[src/rtl/pcfg_pkg.sv]
// Package with the register map, field positions and reset values of the port 0 pin block.
package pcfg_pkg;

    // ------------------------------------------------------------
    // Register indices (byte address is four times the index)
    // ------------------------------------------------------------
    localparam logic [5:0] IDX_PORT_DATA        = 6'h00;
    localparam logic [5:0] IDX_CLOCK_IN_CFG     = 6'h05;
    localparam logic [5:0] IDX_CLOCK_OUT_CFG    = 6'h06;
    localparam logic [5:0] IDX_EDGE_IRQ0_CFG    = 6'h07;
    localparam logic [5:0] IDX_EDGE_IRQ1_CFG    = 6'h08;
    localparam logic [5:0] IDX_EDGE_IRQ2_CFG    = 6'h09;
    localparam logic [5:0] IDX_TIMER_IO0_CFG    = 6'h0a;
    localparam logic [5:0] IDX_TIMER_IO1_CFG    = 6'h0b;
    localparam logic [5:0] IDX_CLOCK_PIN_CTRL   = 6'h1f;

    // ------------------------------------------------------------
    // Pin configuration fields
    // ------------------------------------------------------------
    localparam int BIT_OUT_EN      = 0;
    localparam int BIT_PULL_UP     = 1;
    localparam int BIT_OPEN_DRAIN  = 2;
    localparam int BIT_HIGH_SINK   = 3;
    localparam int BIT_TTL_THRESH  = 4;
    localparam int BIT_ACT_LOW     = 5;
    localparam int BIT_IRQ_EN      = 6;
    localparam int BIT_ALT_OUT     = 7;

    // ------------------------------------------------------------
    // Clock pin control fields
    // ------------------------------------------------------------
    localparam int BIT_CLK_SEL_LO  = 0;
    localparam int BIT_SER_ALT0    = 4;
    localparam int BIT_SER_ALT1    = 5;
    localparam int BIT_XOSC_ON     = 7;

    // ------------------------------------------------------------
    // Writable bit masks and reset values
    // ------------------------------------------------------------
    localparam logic [7:0] MASK_CLOCK_IN   = 8'h7f;
    localparam logic [7:0] MASK_CLOCK_OUT  = 8'hff;
    localparam logic [7:0] MASK_EDGE_IRQ   = 8'h37;
    localparam logic [7:0] MASK_TIMER_IO   = 8'hf7;
    localparam logic [7:0] MASK_CLOCK_CTRL = 8'hb3;
    localparam logic [7:0] RST_CFG         = 8'h00;
    localparam logic [7:0] RST_DATA        = 8'h00;

    // ------------------------------------------------------------
    // Pin numbers of the shared functions
    // ------------------------------------------------------------
    localparam int PIN_CLK_IN   = 0;
    localparam int PIN_CLK_OUT  = 1;
    localparam int PIN_IRQ0     = 2;
    localparam int PIN_TIMER0   = 5;
    localparam int PIN_TIMER1   = 6;

    typedef enum logic {PCFG_IDLE, PCFG_ACK} pcfg_bus_e;

endpackage

[src/rtl/pcfg_port0.sv]
// Port 0 pin configuration block with an APB register slave.
`timescale 1ns/1ps
// ----------------------------------------------------------------
// Overview of operation
// - Polarity bit zero active high, one low.
// - Edge pins: rising edge or falling edge.
// - Threshold bit selects TTL, CMOS after reset.
// - High sink bit drives strength select.
// - Open drain: one floats, zero drives low.
// - Pull-up bit enables pin pull-up.
// - Output enable bit turns driver on.
// - Oscillator on forces clock pin drivers off.
// - Oscillator on ignores clock pin configuration.
// - Serial alternate select hands enable to serial.
// - Clock out bit drives selected clock.
// - Edge pins feed three separate interrupt lines.
// - Output edge pin raises interrupt by data write.
// - Polarity toggle may raise a spurious edge.
// - Timer pins capture inputs or pulse outputs.
// - Timer pin output without pulse loops data.
// - Timer pin 0 outputs ungated interval tick.
// - Timer pin 1 outputs ungated interval interrupt.
// - Edge pins have consecutive configuration registers.
// - Timer pins have consecutive configuration registers.
// - Enabled pin interrupts work in either direction.
// - Data write sets outputs, read returns pins.
// ----------------------------------------------------------------
module pcfg_port0
    import pcfg_pkg::*;
#(
    parameter int ADDR_W = 8
)
(
    // Clock and reset
    input  wire logic              pclk,
    input  wire logic              presetn,
    // APB slave
    input  wire logic              psel,
    input  wire logic              penable,
    input  wire logic              pwrite,
    input  wire logic [ADDR_W-1:0] paddr,
    input  wire logic [31:0]       pwdata,
    input  wire logic [3:0]        pstrb,
    output logic      [31:0]       prdata,
    output logic                   pready,
    output logic                   pslverr,
    // Port pins
    input  wire logic [7:0]        pin_in,
    output logic      [7:0]        pin_out,
    output logic      [7:0]        pin_oe,
    output logic      [7:0]        pull_up_en,
    output logic      [7:0]        ttl_sel,
    output logic      [7:0]        high_sink_sel,
    // Clock sources for the clock out pin
    input  wire logic [3:0]        clk_src,
    // Timer side
    input  wire logic              tick_1024us,
    input  wire logic              pit_irq,
    output logic      [1:0]        timer_capture_in,
    // Serial port pins
    input  wire logic [1:0]        spi_oe,
    input  wire logic [1:0]        spi_out,
    output logic      [1:0]        serial_pin_oe,
    output logic      [1:0]        serial_pin_out,
    // Interrupt controller
    output logic      [2:0]        edge_irq,
    output logic      [7:0]        port_irq
);
    import pcfg_pkg::*;

    // ------------------------------------------------------------
    // State
    // ------------------------------------------------------------
    typedef struct packed {
        pcfg_bus_e       st;
        logic            pready;
        logic            pslverr;
        logic [7:0]      prdata;
        logic [7:0]      data;
        logic [6:0][7:0] cfg;
        logic [7:0]      ctl;
        logic [7:0]      pin_s1;
        logic [7:0]      pin_s2;
        logic [7:0]      prev_lvl;
        logic [3:0]      clk_s1;
        logic [3:0]      clk_s2;
        logic [7:0]      pin_out;
        logic [7:0]      pin_oe;
        logic [7:0]      pull_up;
        logic [7:0]      ttl;
        logic [7:0]      hsink;
        logic [1:0]      cap_in;
        logic [1:0]      ser_oe;
        logic [1:0]      ser_out;
        logic [2:0]      edge_irq;
        logic [7:0]      port_irq;
        logic [1:0]      fill;
    } pcfg_state_s;

    pcfg_state_s s_ff;
    pcfg_state_s nxt_s;

    // ------------------------------------------------------------
    // Parameter check
    // ------------------------------------------------------------
    // The index decode needs six address bits above the byte lanes.
    if (ADDR_W < 8 || ADDR_W > 32)
    begin : g_addr_w_check
        $error("ADDR_W must lie between 8 and 32.");
    end

    // Writable bits of each register, so reserved bits read back as zero.
    function automatic logic [7:0] reg_mask(input logic [5:0] idx);
        case (idx)
            IDX_PORT_DATA:      reg_mask = 8'hff;
            IDX_CLOCK_IN_CFG:   reg_mask = MASK_CLOCK_IN;
            IDX_CLOCK_OUT_CFG:  reg_mask = MASK_CLOCK_OUT;
            IDX_EDGE_IRQ0_CFG,
            IDX_EDGE_IRQ1_CFG,
            IDX_EDGE_IRQ2_CFG:  reg_mask = MASK_EDGE_IRQ;
            IDX_TIMER_IO0_CFG,
            IDX_TIMER_IO1_CFG:  reg_mask = MASK_TIMER_IO;
            IDX_CLOCK_PIN_CTRL: reg_mask = MASK_CLOCK_CTRL;
            default:            reg_mask = 8'h00;
        endcase
    endfunction

    function automatic logic reg_hit(input logic [5:0] idx);
        reg_hit = (idx == IDX_PORT_DATA) || (idx == IDX_CLOCK_PIN_CTRL) ||
                  (idx >= IDX_CLOCK_IN_CFG && idx <= IDX_TIMER_IO1_CFG);
    endfunction

    // ------------------------------------------------------------
    // Decoded bus request
    // ------------------------------------------------------------
    logic [5:0] idx;
    logic       bad_addr;
    logic [7:0] lvl;
    logic       xosc;
    logic [7:0] rise;

    assign idx      = paddr[ADDR_W-1:2] > (ADDR_W-2)'(63) ? 6'h3f : 6'(paddr[ADDR_W-1:2]);
    assign bad_addr = !reg_hit(idx) || (paddr[1:0] != 2'h0);
    assign xosc     = s_ff.ctl[BIT_XOSC_ON];

    // Polarity is folded in before the edge detector, so a polarity change alone can look like an edge.
    always_comb
    begin
        lvl = s_ff.pin_s2;
        for (int i = 0; i < 7; i++)
            lvl[i] = s_ff.pin_s2[i] ^ s_ff.cfg[i][BIT_ACT_LOW];
    end

    // Edges count only once the synchroniser and the previous sample hold real pin levels,
    // so a pin that idles high raises no stray interrupt straight after reset.
    assign rise = (s_ff.fill == 2'd3) ? (lvl & ~s_ff.prev_lvl) : 8'h00;

    // ------------------------------------------------------------
    // Next state
    // ------------------------------------------------------------
    always_comb
    begin
        logic [7:0] c;
        logic [7:0] rd;
        logic       drv;
        logic [7:0][7:0] cfg8;
        c     = 8'h00;
        cfg8  = {8'h00, s_ff.cfg};
        rd    = 8'h00;
        drv   = 1'b0;
        nxt_s = s_ff;

        // Two stage synchronisers for pins and clock sources.
        nxt_s.pin_s1   = pin_in;
        nxt_s.pin_s2   = s_ff.pin_s1;
        nxt_s.clk_s1   = clk_src;
        nxt_s.clk_s2   = s_ff.clk_s1;
        nxt_s.prev_lvl = lvl;
        nxt_s.fill     = (s_ff.fill == 2'd3) ? 2'd3 : s_ff.fill + 2'd1;

        // APB: one wait state, then answer.
        case (s_ff.st)
            PCFG_IDLE:
            begin
                nxt_s.pready  = 1'b0;
                nxt_s.pslverr = 1'b0;
                if (psel && penable)
                begin
                    nxt_s.st      = PCFG_ACK;
                    nxt_s.pready  = 1'b1;
                    nxt_s.pslverr = bad_addr;
                    if (bad_addr)
                        rd = 8'h00;
                    else if (idx == IDX_PORT_DATA)
                        rd = s_ff.pin_s2;
                    else if (idx == IDX_CLOCK_PIN_CTRL)
                        rd = s_ff.ctl;
                    else
                        rd = s_ff.cfg[3'(idx - IDX_CLOCK_IN_CFG)];
                    nxt_s.prdata = pwrite ? 8'h00 : rd;
                end
            end
            PCFG_ACK:
            begin
                nxt_s.st      = PCFG_IDLE;
                nxt_s.pready  = 1'b0;
                nxt_s.pslverr = 1'b0;
                if (psel && penable && pwrite && pstrb[0] && !bad_addr)
                begin
                    if (idx == IDX_PORT_DATA)
                        nxt_s.data = pwdata[7:0] & reg_mask(idx);
                    else if (idx == IDX_CLOCK_PIN_CTRL)
                        nxt_s.ctl = pwdata[7:0] & reg_mask(idx);
                    else
                        nxt_s.cfg[3'(idx - IDX_CLOCK_IN_CFG)] = pwdata[7:0] & reg_mask(idx);
                end
            end
            default:
                nxt_s.st = PCFG_IDLE;
        endcase

        // Pin drivers.
        for (int i = 0; i < 8; i++)
        begin
            c = cfg8[i];
            if (i <= PIN_CLK_OUT && xosc)
                c = 8'h00;
            drv = c[BIT_OUT_EN] && !(c[BIT_OPEN_DRAIN] && s_ff.data[i]);
            nxt_s.pin_out[i]  = c[BIT_OPEN_DRAIN] ? 1'b0 : s_ff.data[i];
            nxt_s.pin_oe[i]   = drv;
            nxt_s.pull_up[i]  = c[BIT_PULL_UP];
            nxt_s.ttl[i]      = c[BIT_TTL_THRESH];
            nxt_s.hsink[i]    = c[BIT_HIGH_SINK];
            nxt_s.port_irq[i] = c[BIT_IRQ_EN] && rise[i] &&
                                !(i >= PIN_IRQ0 && i < PIN_TIMER0);
        end

        // Clock out pin carries the selected clock while enabled.
        if (!xosc && s_ff.cfg[PIN_CLK_OUT][BIT_ALT_OUT])
        begin
            nxt_s.pin_out[PIN_CLK_OUT] = s_ff.clk_s2[s_ff.ctl[BIT_CLK_SEL_LO +: 2]];
            nxt_s.pin_oe[PIN_CLK_OUT]  = 1'b1;
        end
        if (xosc)
        begin
            nxt_s.pin_oe[PIN_CLK_IN]  = 1'b0;
            nxt_s.pin_oe[PIN_CLK_OUT] = 1'b0;
        end

        // Dedicated edge interrupts, one line each.
        for (int k = 0; k < 3; k++)
            nxt_s.edge_irq[k] = rise[PIN_IRQ0 + k];

        // Timer pins: pulse out, or capture input from pin or looped data.
        for (int t = 0; t < 2; t++)
        begin
            c = s_ff.cfg[PIN_TIMER0 + t];
            if (c[BIT_OUT_EN] && c[BIT_ALT_OUT])
            begin
                nxt_s.pin_out[PIN_TIMER0 + t] = c[BIT_OPEN_DRAIN] ? 1'b0 : (t == 0 ? tick_1024us : pit_irq);
                nxt_s.pin_oe[PIN_TIMER0 + t]  = !c[BIT_OPEN_DRAIN] || !(t == 0 ? tick_1024us : pit_irq);
            end
            nxt_s.cap_in[t] = (c[BIT_OUT_EN] && !c[BIT_ALT_OUT]) ? s_ff.data[PIN_TIMER0 + t]
                                                               : s_ff.pin_s2[PIN_TIMER0 + t];
        end

        // Serial pins hand their enable to the serial logic when selected.
        for (int p = 0; p < 2; p++)
        begin
            nxt_s.ser_oe[p]  = s_ff.ctl[BIT_SER_ALT0 + p] ? spi_oe[p] : 1'b0;
            nxt_s.ser_out[p] = s_ff.ctl[BIT_SER_ALT0 + p] ? spi_out[p] : 1'b0;
        end
    end

    // ------------------------------------------------------------
    // Registers
    // ------------------------------------------------------------
    always_ff @(posedge pclk or negedge presetn)
    begin
        if (!presetn)
        begin
            s_ff      <= '0;
            s_ff.st   <= PCFG_IDLE;
            s_ff.data <= RST_DATA;
            s_ff.cfg  <= {7{RST_CFG}};
            s_ff.ctl  <= RST_CFG;
        end
        else
        begin
            s_ff <= nxt_s;
        end
    end

    assign prdata           = {24'h000000, s_ff.prdata};
    assign pready           = s_ff.pready;
    assign pslverr          = s_ff.pslverr;
    assign pin_out          = s_ff.pin_out;
    assign pin_oe           = s_ff.pin_oe;
    assign pull_up_en       = s_ff.pull_up;
    assign ttl_sel          = s_ff.ttl;
    assign high_sink_sel    = s_ff.hsink;
    assign timer_capture_in = s_ff.cap_in;
    assign serial_pin_oe    = s_ff.ser_oe;
    assign serial_pin_out   = s_ff.ser_out;
    assign edge_irq         = s_ff.edge_irq;
    assign port_irq         = s_ff.port_irq;
endmodule

[config.mk]
export PLATFORM = sky130hd
export DESIGN_NAME = pcfg_port0
export DESIGN_NICKNAME = d
export VERILOG_FILES = /design/src/rtl/pcfg_pkg.sv /design/src/rtl/pcfg_port0.sv
export SDC_FILE = /design/constraint.sdc
export NUM_CORES = 1
export LEC_CHECK = 0
export ABC_AREA = 1
export BUFFER_PORTS_ARGS = -buffer_cell sky130_fd_sc_hd__buf_2
export CELL_PAD_IN_SITES_DETAIL_PLACEMENT = 1
export CELL_PAD_IN_SITES_GLOBAL_PLACEMENT = 1
export CORE_UTILIZATION = 41
export DETAILED_ROUTE_END_ITERATION = 10
export GPL_TIMING_DRIVEN = 0
export PLACE_DENSITY = 0.9
export SLEW_MARGIN = 15
export SYNTH_ARGS = -nofsm -noshare
export SYNTH_HDL_FRONTEND = slang
export SYNTH_SLANG_ARGS = --single-unit
export TNS_END_PERCENT = 10
[constraint.sdc]
create_clock -name pclk -period 1.7 [get_ports pclk]
set_clock_uncertainty 0.05 [all_clocks]
set_input_delay 0.17 -clock pclk [delete_from_list [all_inputs] [get_ports pclk]]
set_output_delay 0.17 -clock pclk [all_outputs]
set_load 0.05 [all_outputs]
==> results_dict.tcl, run 1 <==
set metrics [dict create \
    cts.sinks 164 \
    synth_flop_cell "sky130_fd_sc_hd__dfrtp_1" \
    final_nets 1140 \
    drc_errors 2 \
    initial_standard_cell_utilization_of_the_core_pct 42.3 \
    die_w_microns 139 \
    finalHoldViolations 1 \
    core_area_sq_um 18100 \
    register_area_sq_um 4110 \
    timing.slew.headroom_pct 58.5 \
    io_buffers 98 \
    synthesis.instances 884 \
    buffer_and_inverter_count_on_the_worst_path 7 \
    tritoncts "done" \
    worst-r2r-cell-count 7 \
    vias_per_cell 5.14 \
    htreeDepth 4 \
    timing.critical_path.depth 14 \
    fin_crit_sh_pct 102 \
    yosysTopAreaCellShare_pct 53.4 \
    ir_worst_vdd_v 0.000798 \
    wl_per_cell_microns 20.1 \
    report.final.slew_viol_count 0 \
    post-dp-hpwl_mm 15.3 \
    tritoncts.num_buffers 17 \
    vias 6737 \
    die-height_microns 139 \
    route.final.wire_length_mm 26.3 \
    placed_instance_count 1243 \
    post_synthesis_sequential_element_count 164 \
    multi_input_area_sq_um 2760 \
    io_pins 158 \
    drt_pre_antenna_iters 10 \
    syn_area_sq_um 7680 \
    fraction_of_layout_instances_using_a_drive_strength_above_1_pct 29.4 \
    crit_path_max_fanout 21 \
    place_congestion 0.890 \
    final_worst_slack_ns -0.0382 \
    final.min_clock_period_ns 1.74 \
    clock_slew_at_reported_path_ffs_ns 0.07 \
    p_leak_nw 5.04 \
    worst_path_most_repeated_cell "sky130_fd_sc_hd__nand2_2" \
    drt_iter0_drc 619 \
    min_path_type "input pin to flip-flop" \
    ys_top_cells_by_count "306 x sky130_fd_sc_hd__nand2_1, 164 x sky130_fd_sc_hd__dfrtp_1, 103 x sky130_fd_sc_hd__inv_1, 89 x sky130_fd_sc_hd__buf_4, 53 x sky130_fd_sc_hd__o21bai_1" \
    maxClockFrequency_ghz 0.575 \
    finalPower_w 0.00875 \
    grt_setup_unrepaired "true" \
    n_fill_cell 2128 \
    asyncSetResetFlopFracSynth_pct 100 \
    grt_use_total_pct 27.1 \
    antenna_cells_inserted 0 \
    timing.final.setup_violations 3 \
    final_antenna_net_count 0 \
    post-synth-top-count-cell "sky130_fd_sc_hd__nand2_1" \
    worst_pin_slew_ns 0.623 \
    worst-endpoint-arrival_ns 2.00 \
    whs_path_depth 3 \
    critical-path-max-stage-delay_ns 0.25 \
    final_cell_count_no_fill 1310 \
    grt_max_degree 87 \
    cp.required_ns 1.96 \
    cts.root.buffer_cell "sky130_fd_sc_hd__clkbuf_16" \
    post_synth_num_cell_types 37 \
    worst_path_max_delay_cell "sky130_fd_sc_hd__clkbuf_16" \
    timing.hold.ws_ns -0.00167 \
    power.density_cell_area_nw_per_um2 886 \
    post-synth-top-area-cell "sky130_fd_sc_hd__dfrtp_1" \
    syn2layout_area_growth_pct 28.5 \
    synth-seq-area-share_pct 53.4 \
    initial_antenna_violation_count 0 \
    critical_path.top_delay_family "buffers and inverters" \
    worst_setup_path_start_kind "input pin" \
    clock_tree.buffer_depth 2 \
    syn_avg_cell_area_sq_um 8.69 \
    first_global_vias 7141 \
    outcome "finished with violations" \
    yosys-top-cells-area "sky130_fd_sc_hd__dfrtp_1 53%, sky130_fd_sc_hd__nand2_1 15%, sky130_fd_sc_hd__buf_4 8.7%" \
    die_area_sq_um 19300 \
    setup.worst_path.end_class "flip-flop" \
    maxCapViolations 0 \
    synth-warning-count 0 \
    clock_latency_ns 0.44 \
    timing.setup.critical_path_class "input pin to flip-flop" \
    grt-ovfl-total 0 \
    row_count 49 \
    violations "design-rule violations, negative hold slack, negative setup slack" \
    worst_path_cell_trace "buf_2, buf_12, inv_16, ha_2, inv_1, nand2_2, nand3_1, nand2_2, inv_2, nand4_4, clkbuf_16, buf_6, o21bai_1, nand2_1" \
    grt_first_pass_wirelength_mm 39.2 \
    synth_enable_flop_cells 0 \
]
==> worst register-to-register path, cell delays in order (launching register included) <==
cell and delay [ns]:
sky130_fd_sc_hd__dfrtp_2 0.39, sky130_fd_sc_hd__nand3_2 0.09, sky130_fd_sc_hd__nor2_4 0.14, sky130_fd_sc_hd__nand4_4 0.24, sky130_fd_sc_hd__clkbuf_16 0.26, sky130_fd_sc_hd__buf_6 0.14, sky130_fd_sc_hd__o21bai_1 0.21, sky130_fd_sc_hd__nand2_1 0.10
==> sequential cells by signal (all words and copies together) (netlist names) <==
name / flops
high_sink_sel: 7
port_irq: 4
serial_pin_oe: 2
lvl: 1
pull_up_en: 7
s_ff: 76
timer_capture_in: 2
pin_oe: 7
pin_out: 8
edge_irq: 3
pready: 1
prdata: 8
nxt_s: 28
serial_pin_out: 2
ttl_sel: 7
pslverr: 1
==> worst paths after layout <==
kind,start,end,slack [ns]
hold / removal,penable,pready$_DFF_PN0_,-0.002
max in group asynchronous,presetn,pready$_DFF_PN0_,0.53
setup / recovery,paddr[2],s_ff[145]$_DFFE_PN0P_,-0.04
setup reg to reg,pready$_DFF_PN0_,s_ff[145]$_DFFE_PN0P_,-0.03
min in group asynchronous,presetn,s_ff[111]$_DFFE_PN0P_,0.24
hold reg to reg,nxt_s[81]$_DFF_PN0_,s_ff[81]$_DFF_PN0_,0.30
==> metrics by stage <==
| step | cell area, sq um | hold slack [ns] | worst slack, ns | util, % | TNS [ns] |
|---|---|---|---|---|---|
| floorplan | 7930 | -0.176 | -0.0603 | - | -2.98 |
| global placement | 8710 | 0.228 | -2.35 | 48.0 | -372.91 |
| detailed placement | 8750 | 0.143 | -0.641 | 48.2 | -41.92 |
| CTS | 9620 | 0.00139 | -0.0385 | 53.0 | -0.346 |
| global route | 9870 | 0.0145 | -0.0866 | 54.4 | -1.00 |
| finish | 9870 | -0.00167 | -0.0382 | 54.4 | -0.0762 |
==> timing repair <==
action	4_1_cts	5_1_grt
hold endpoints to repair	95	0
endpoints found under the setup margin	73	69
pin swaps	8	16
hold buffers	18	0
gates resized for setup	22	39
cloned	1	0
setup buffers	5	12
==> power breakdown <==
part           switching (W)  leakage [nW]  internal [W]
registers          0.0000383          1.76       0.00397
clock network        0.00171         0.271       0.00207
logic               0.000672          3.00      0.000284
total                0.00242          5.04       0.00633
==> cell families (layout without fill, tap and decap cells) <==
kind of cell               after synthesis  after routing  synth area share, %
xor gates and xnor gates                 7              7                0.798
adders and majority gates                5              5                0.814
other                                    1             32               0.0488
DFF                                    164            164                 53.4
buffers and inverters                  219            385                 15.4
AOI/OAI and AO/OA                      111            111                 9.40
and+or+nand+nor                        377            377                 20.1
==> layout by cell type (no fill, tap or decap), types with 6 or more instances in the layout <==
cell and count:
sky130_fd_sc_hd__nand2_1 290, sky130_fd_sc_hd__dfrtp_1 163, sky130_fd_sc_hd__buf_4 107, sky130_fd_sc_hd__buf_2 99
sky130_fd_sc_hd__inv_1 97, sky130_fd_sc_hd__o21bai_1 47, sky130_fd_sc_hd__o21ai_0 33, sky130_fd_sc_hd__conb_1 32
sky130_fd_sc_hd__nor2_1 25, sky130_fd_sc_hd__clkbuf_16 18, sky130_fd_sc_hd__dlygate4sd3_1 18, sky130_fd_sc_hd__nand3_1 14
sky130_fd_sc_hd__nor2_4 12, sky130_fd_sc_hd__nand2_2 12, sky130_fd_sc_hd__inv_2 8, sky130_fd_sc_hd__nand2_4 8
sky130_fd_sc_hd__o22ai_1 8, sky130_fd_sc_hd__buf_6 7, sky130_fd_sc_hd__xnor2_1 6, sky130_fd_sc_hd__a21oi_1 6
sky130_fd_sc_hd__o21bai_4 6
==> cell type report <==
type	count	share of cell area, %
flip-flops and latches	164	41.6
multi-input cells	532	27.9
repair buffers	135	8.76
plain buffers	108	8.54
inverters	110	4.59
clock buffers	19	4.49
well taps	229	2.90
clock inverters	13	1.25
==> per-layer routing <==
metal / part of all wire [%] / vias to the layer above / track usage, % / wire length, microns
li1: - / 2973 / - / -
met1: 38 / 3315 / 31.2 / 10000
met2: 50 / 334 / 45.9 / 13100
met3: 6.4 / 115 / 4.94 / 1680
met4: 5.7 / 0 / 18.5 / 1500
met5: 0 / - / 0 / 0
(Power assumes the default switching activity.)
==> run 2: changes to the inputs <==
- BUFFER_PORTS_ARGS: -buffer_cell sky130_fd_sc_hd__buf_2 -> unset
- CORE_UTILIZATION: 41 -> 47
- DONT_BUFFER_PORTS: unset -> 1
- PLACE_DENSITY: 0.9 -> 0.89
- SKIP_LAST_GASP: unset -> 1
==> results_dict.tcl, run 2 (synthesized netlist as in run 1, its figures left out) <==
set metrics [dict create \
    drt_iter0_drc 413 \
    maxCapViolations 0 \
    grt_use_total_pct 29.1 \
    wl_per_cell_microns 19.2 \
    cts.root.buffer_cell "sky130_fd_sc_hd__clkbuf_16" \
    timing.final.setup_violations 63 \
    crit_path_max_fanout 10 \
    clock_latency_ns 0.44 \
    final_worst_slack_ns -0.134 \
    first_global_vias 6525 \
    worstReg2RegEnd "s_ff[113]$_DFFE_PN0P_" \
    r2r_setup_slack_ns -0.13 \
    route.final.wire_length_mm 23.0 \
    timing.hold.ws_ns -0.617 \
    fraction_of_layout_instances_using_a_drive_strength_above_1_pct 18.5 \
    maxClockFrequency_ghz 0.545 \
    die-height_microns 130 \
    highest_count_cells_in_the_layout_ignoring_fill_and_taps "300 x sky130_fd_sc_hd__nand2_1, 163 x sky130_fd_sc_hd__dfrtp_1, 102 x sky130_fd_sc_hd__inv_1, 95 x sky130_fd_sc_hd__buf_4, 53 x sky130_fd_sc_hd__o21bai_1" \
    die_w_microns 130 \
    io_buffers 0 \
    io_pins 158 \
    critical_path.top_delay_family "simple AND/OR/NAND/NOR gates" \
    outcome "finished with violations" \
    cts.sinks 164 \
    largest-register "s_ff" \
    final.min_clock_period_ns 1.83 \
    drt_pre_antenna_iters 5 \
    drc_errors 0 \
    min_path_type "input pin to asynchronous set/reset pin" \
    syn2layout_area_growth_pct 18.5 \
    flip_flop_count_of_the_largest_register_all_copies_and_words_added 76 \
    grt-ovfl-total 0 \
    finalHoldViolations 164 \
    clock_tree.buffer_depth 2 \
    grt_max_degree 165 \
    worst-r2r-cell-count 7 \
    buffer_and_inverter_count_on_the_worst_path 1 \
    initial_standard_cell_utilization_of_the_core_pct 48.2 \
    timing.setup.critical_path_class "flip-flop to flip-flop" \
    worst-endpoint-arrival_ns 2.16 \
    cts_hold_buf 29 \
    final_common_cell "sky130_fd_sc_hd__nand2_1" \
    worst_pin_slew_ns 0.643 \
    setup_tns_ns -4.18 \
    p_leak_nw 4.53 \
    timing.rr.start "pready$_DFF_PN0_" \
    timing.slew.headroom_pct 57.1 \
    violations "negative hold slack, negative setup slack" \
    grt_setup_unrepaired "true" \
    worst_path_max_delay_cell "sky130_fd_sc_hd__dfrtp_2" \
    grt_first_pass_wirelength_mm 35.8 \
    power.density_cell_area_nw_per_um2 922 \
    initial_antenna_violation_count 0 \
    antenna_cells_inserted 0 \
    row_count 46 \
    setup.worst_path.end_class "flip-flop" \
    die_area_sq_um 16900 \
    tritoncts "done" \
    vias 6156 \
    worst_path_cell_trace "nand3_2, nor2_4, nand4_4, buf_8, nor2_4, nand2_1, nand2_1" \
    tritoncts.num_buffers 17 \
    vias_per_cell 5.14 \
    fin_crit_sh_pct 108 \
    core_area_sq_um 15900 \
    worst_setup_path_start_kind "flip-flop" \
    htreeDepth 4 \
    place_congestion 0.883 \
    preCtsSetupSlack_ns -0.476 \
    clock_slew_at_reported_path_ffs_ns 0.07 \
    critical-path-max-stage-delay_ns 0.54 \
    final_antenna_net_count 0 \
    cp.required_ns 2.02 \
    ir_worst_vdd_v 0.000694 \
    report.final.slew_viol_count 0 \
    n_fill_cell 1886 \
    post-dp-hpwl_mm 14.4 \
    final_nets 1040 \
]
==> run 2: layout make-up <==
type	instances	area [sq um]	area share [%]
sequential	164	4110	45.1
multi-input combinational	532	2600	28.5
buffer	109	845	9.28
clock buffer	18	439	4.82
inverter	110	419	4.60
timing repair buffer	34	328	3.60
tap	216	270	2.97
clock inverter	14	103	1.13
==> run 2: routing by layer <==
layer / vias to the layer above / track usage [%] / routed length (microns)
met3: 79 / 7.38 / 1230
met4: 0 / 18.5 / 1260
met1: 3071 / 34.1 / 9110
li1: 2762 / - / -
met5: - / 0 / 0
met2: 244 / 47.7 / 11400
==> run 2: power breakdown <==
part | internal, W | switching (W) | total [W]
sequential | 0.00397 | 0.0000453 | 0.00401
clock | 0.00192 | 0.00172 | 0.00364
combinational | 0.000217 | 0.000524 | 0.000741
==> run 2: repair_timing <==
item,CTS,global route
hold endpoints to repair,198,164
pin swaps,1,2
setup endpoints to repair,80,80
resized for setup,5,4
buffers inserted,3,2
==> run 2: worst max-delay path by stage <==
stage,end,from,slack [ns],cells after the start
2_1_floorplan,nxt_s[29]$_DFFE_PN0P_,paddr[2],-0.06,14
3_3_place_gp,s_ff[117]$_DFFE_PN0P_,paddr[2],-0.41,12
3_5_place_dp,nxt_s[29]$_DFFE_PN0P_,paddr[2],-0.48,13
4_1_cts,s_ff[108]$_DFFE_PN0P_,pready$_DFF_PN0_,-0.11,7
5_1_grt,s_ff[108]$_DFFE_PN0P_,pready$_DFF_PN0_,-0.22,7
6_report,s_ff[113]$_DFFE_PN0P_,pready$_DFF_PN0_,-0.13,7
==> run 2: per-stage QoR <==
stage	area (sq um)	utilization (%)	power [W]	instances	hold WS, ns
4_1_cts	9070	56.9	0.00833	1195	-0.627
2_1_floorplan	7930	-	0.00463	915	-0.176
3_5_place_dp	8200	51.4	0.00474	1131	-0.169
3_3_place_gp	8200	51.4	0.00472	1131	-0.168
6_report	9100	57.1	0.00839	1197	-0.617
5_1_grt	9100	57.1	0.00862	1197	-0.638
==> run 2: worst register-to-register path: cells and delay by family (launching register included) <==
| family | cells | cell delay, ns |
|---|---|---|
| and+or+nand+nor | 6 | 0.95 |
| buffers and inverters | 1 | 0.22 |
| DFF | 1 | 0.54 |
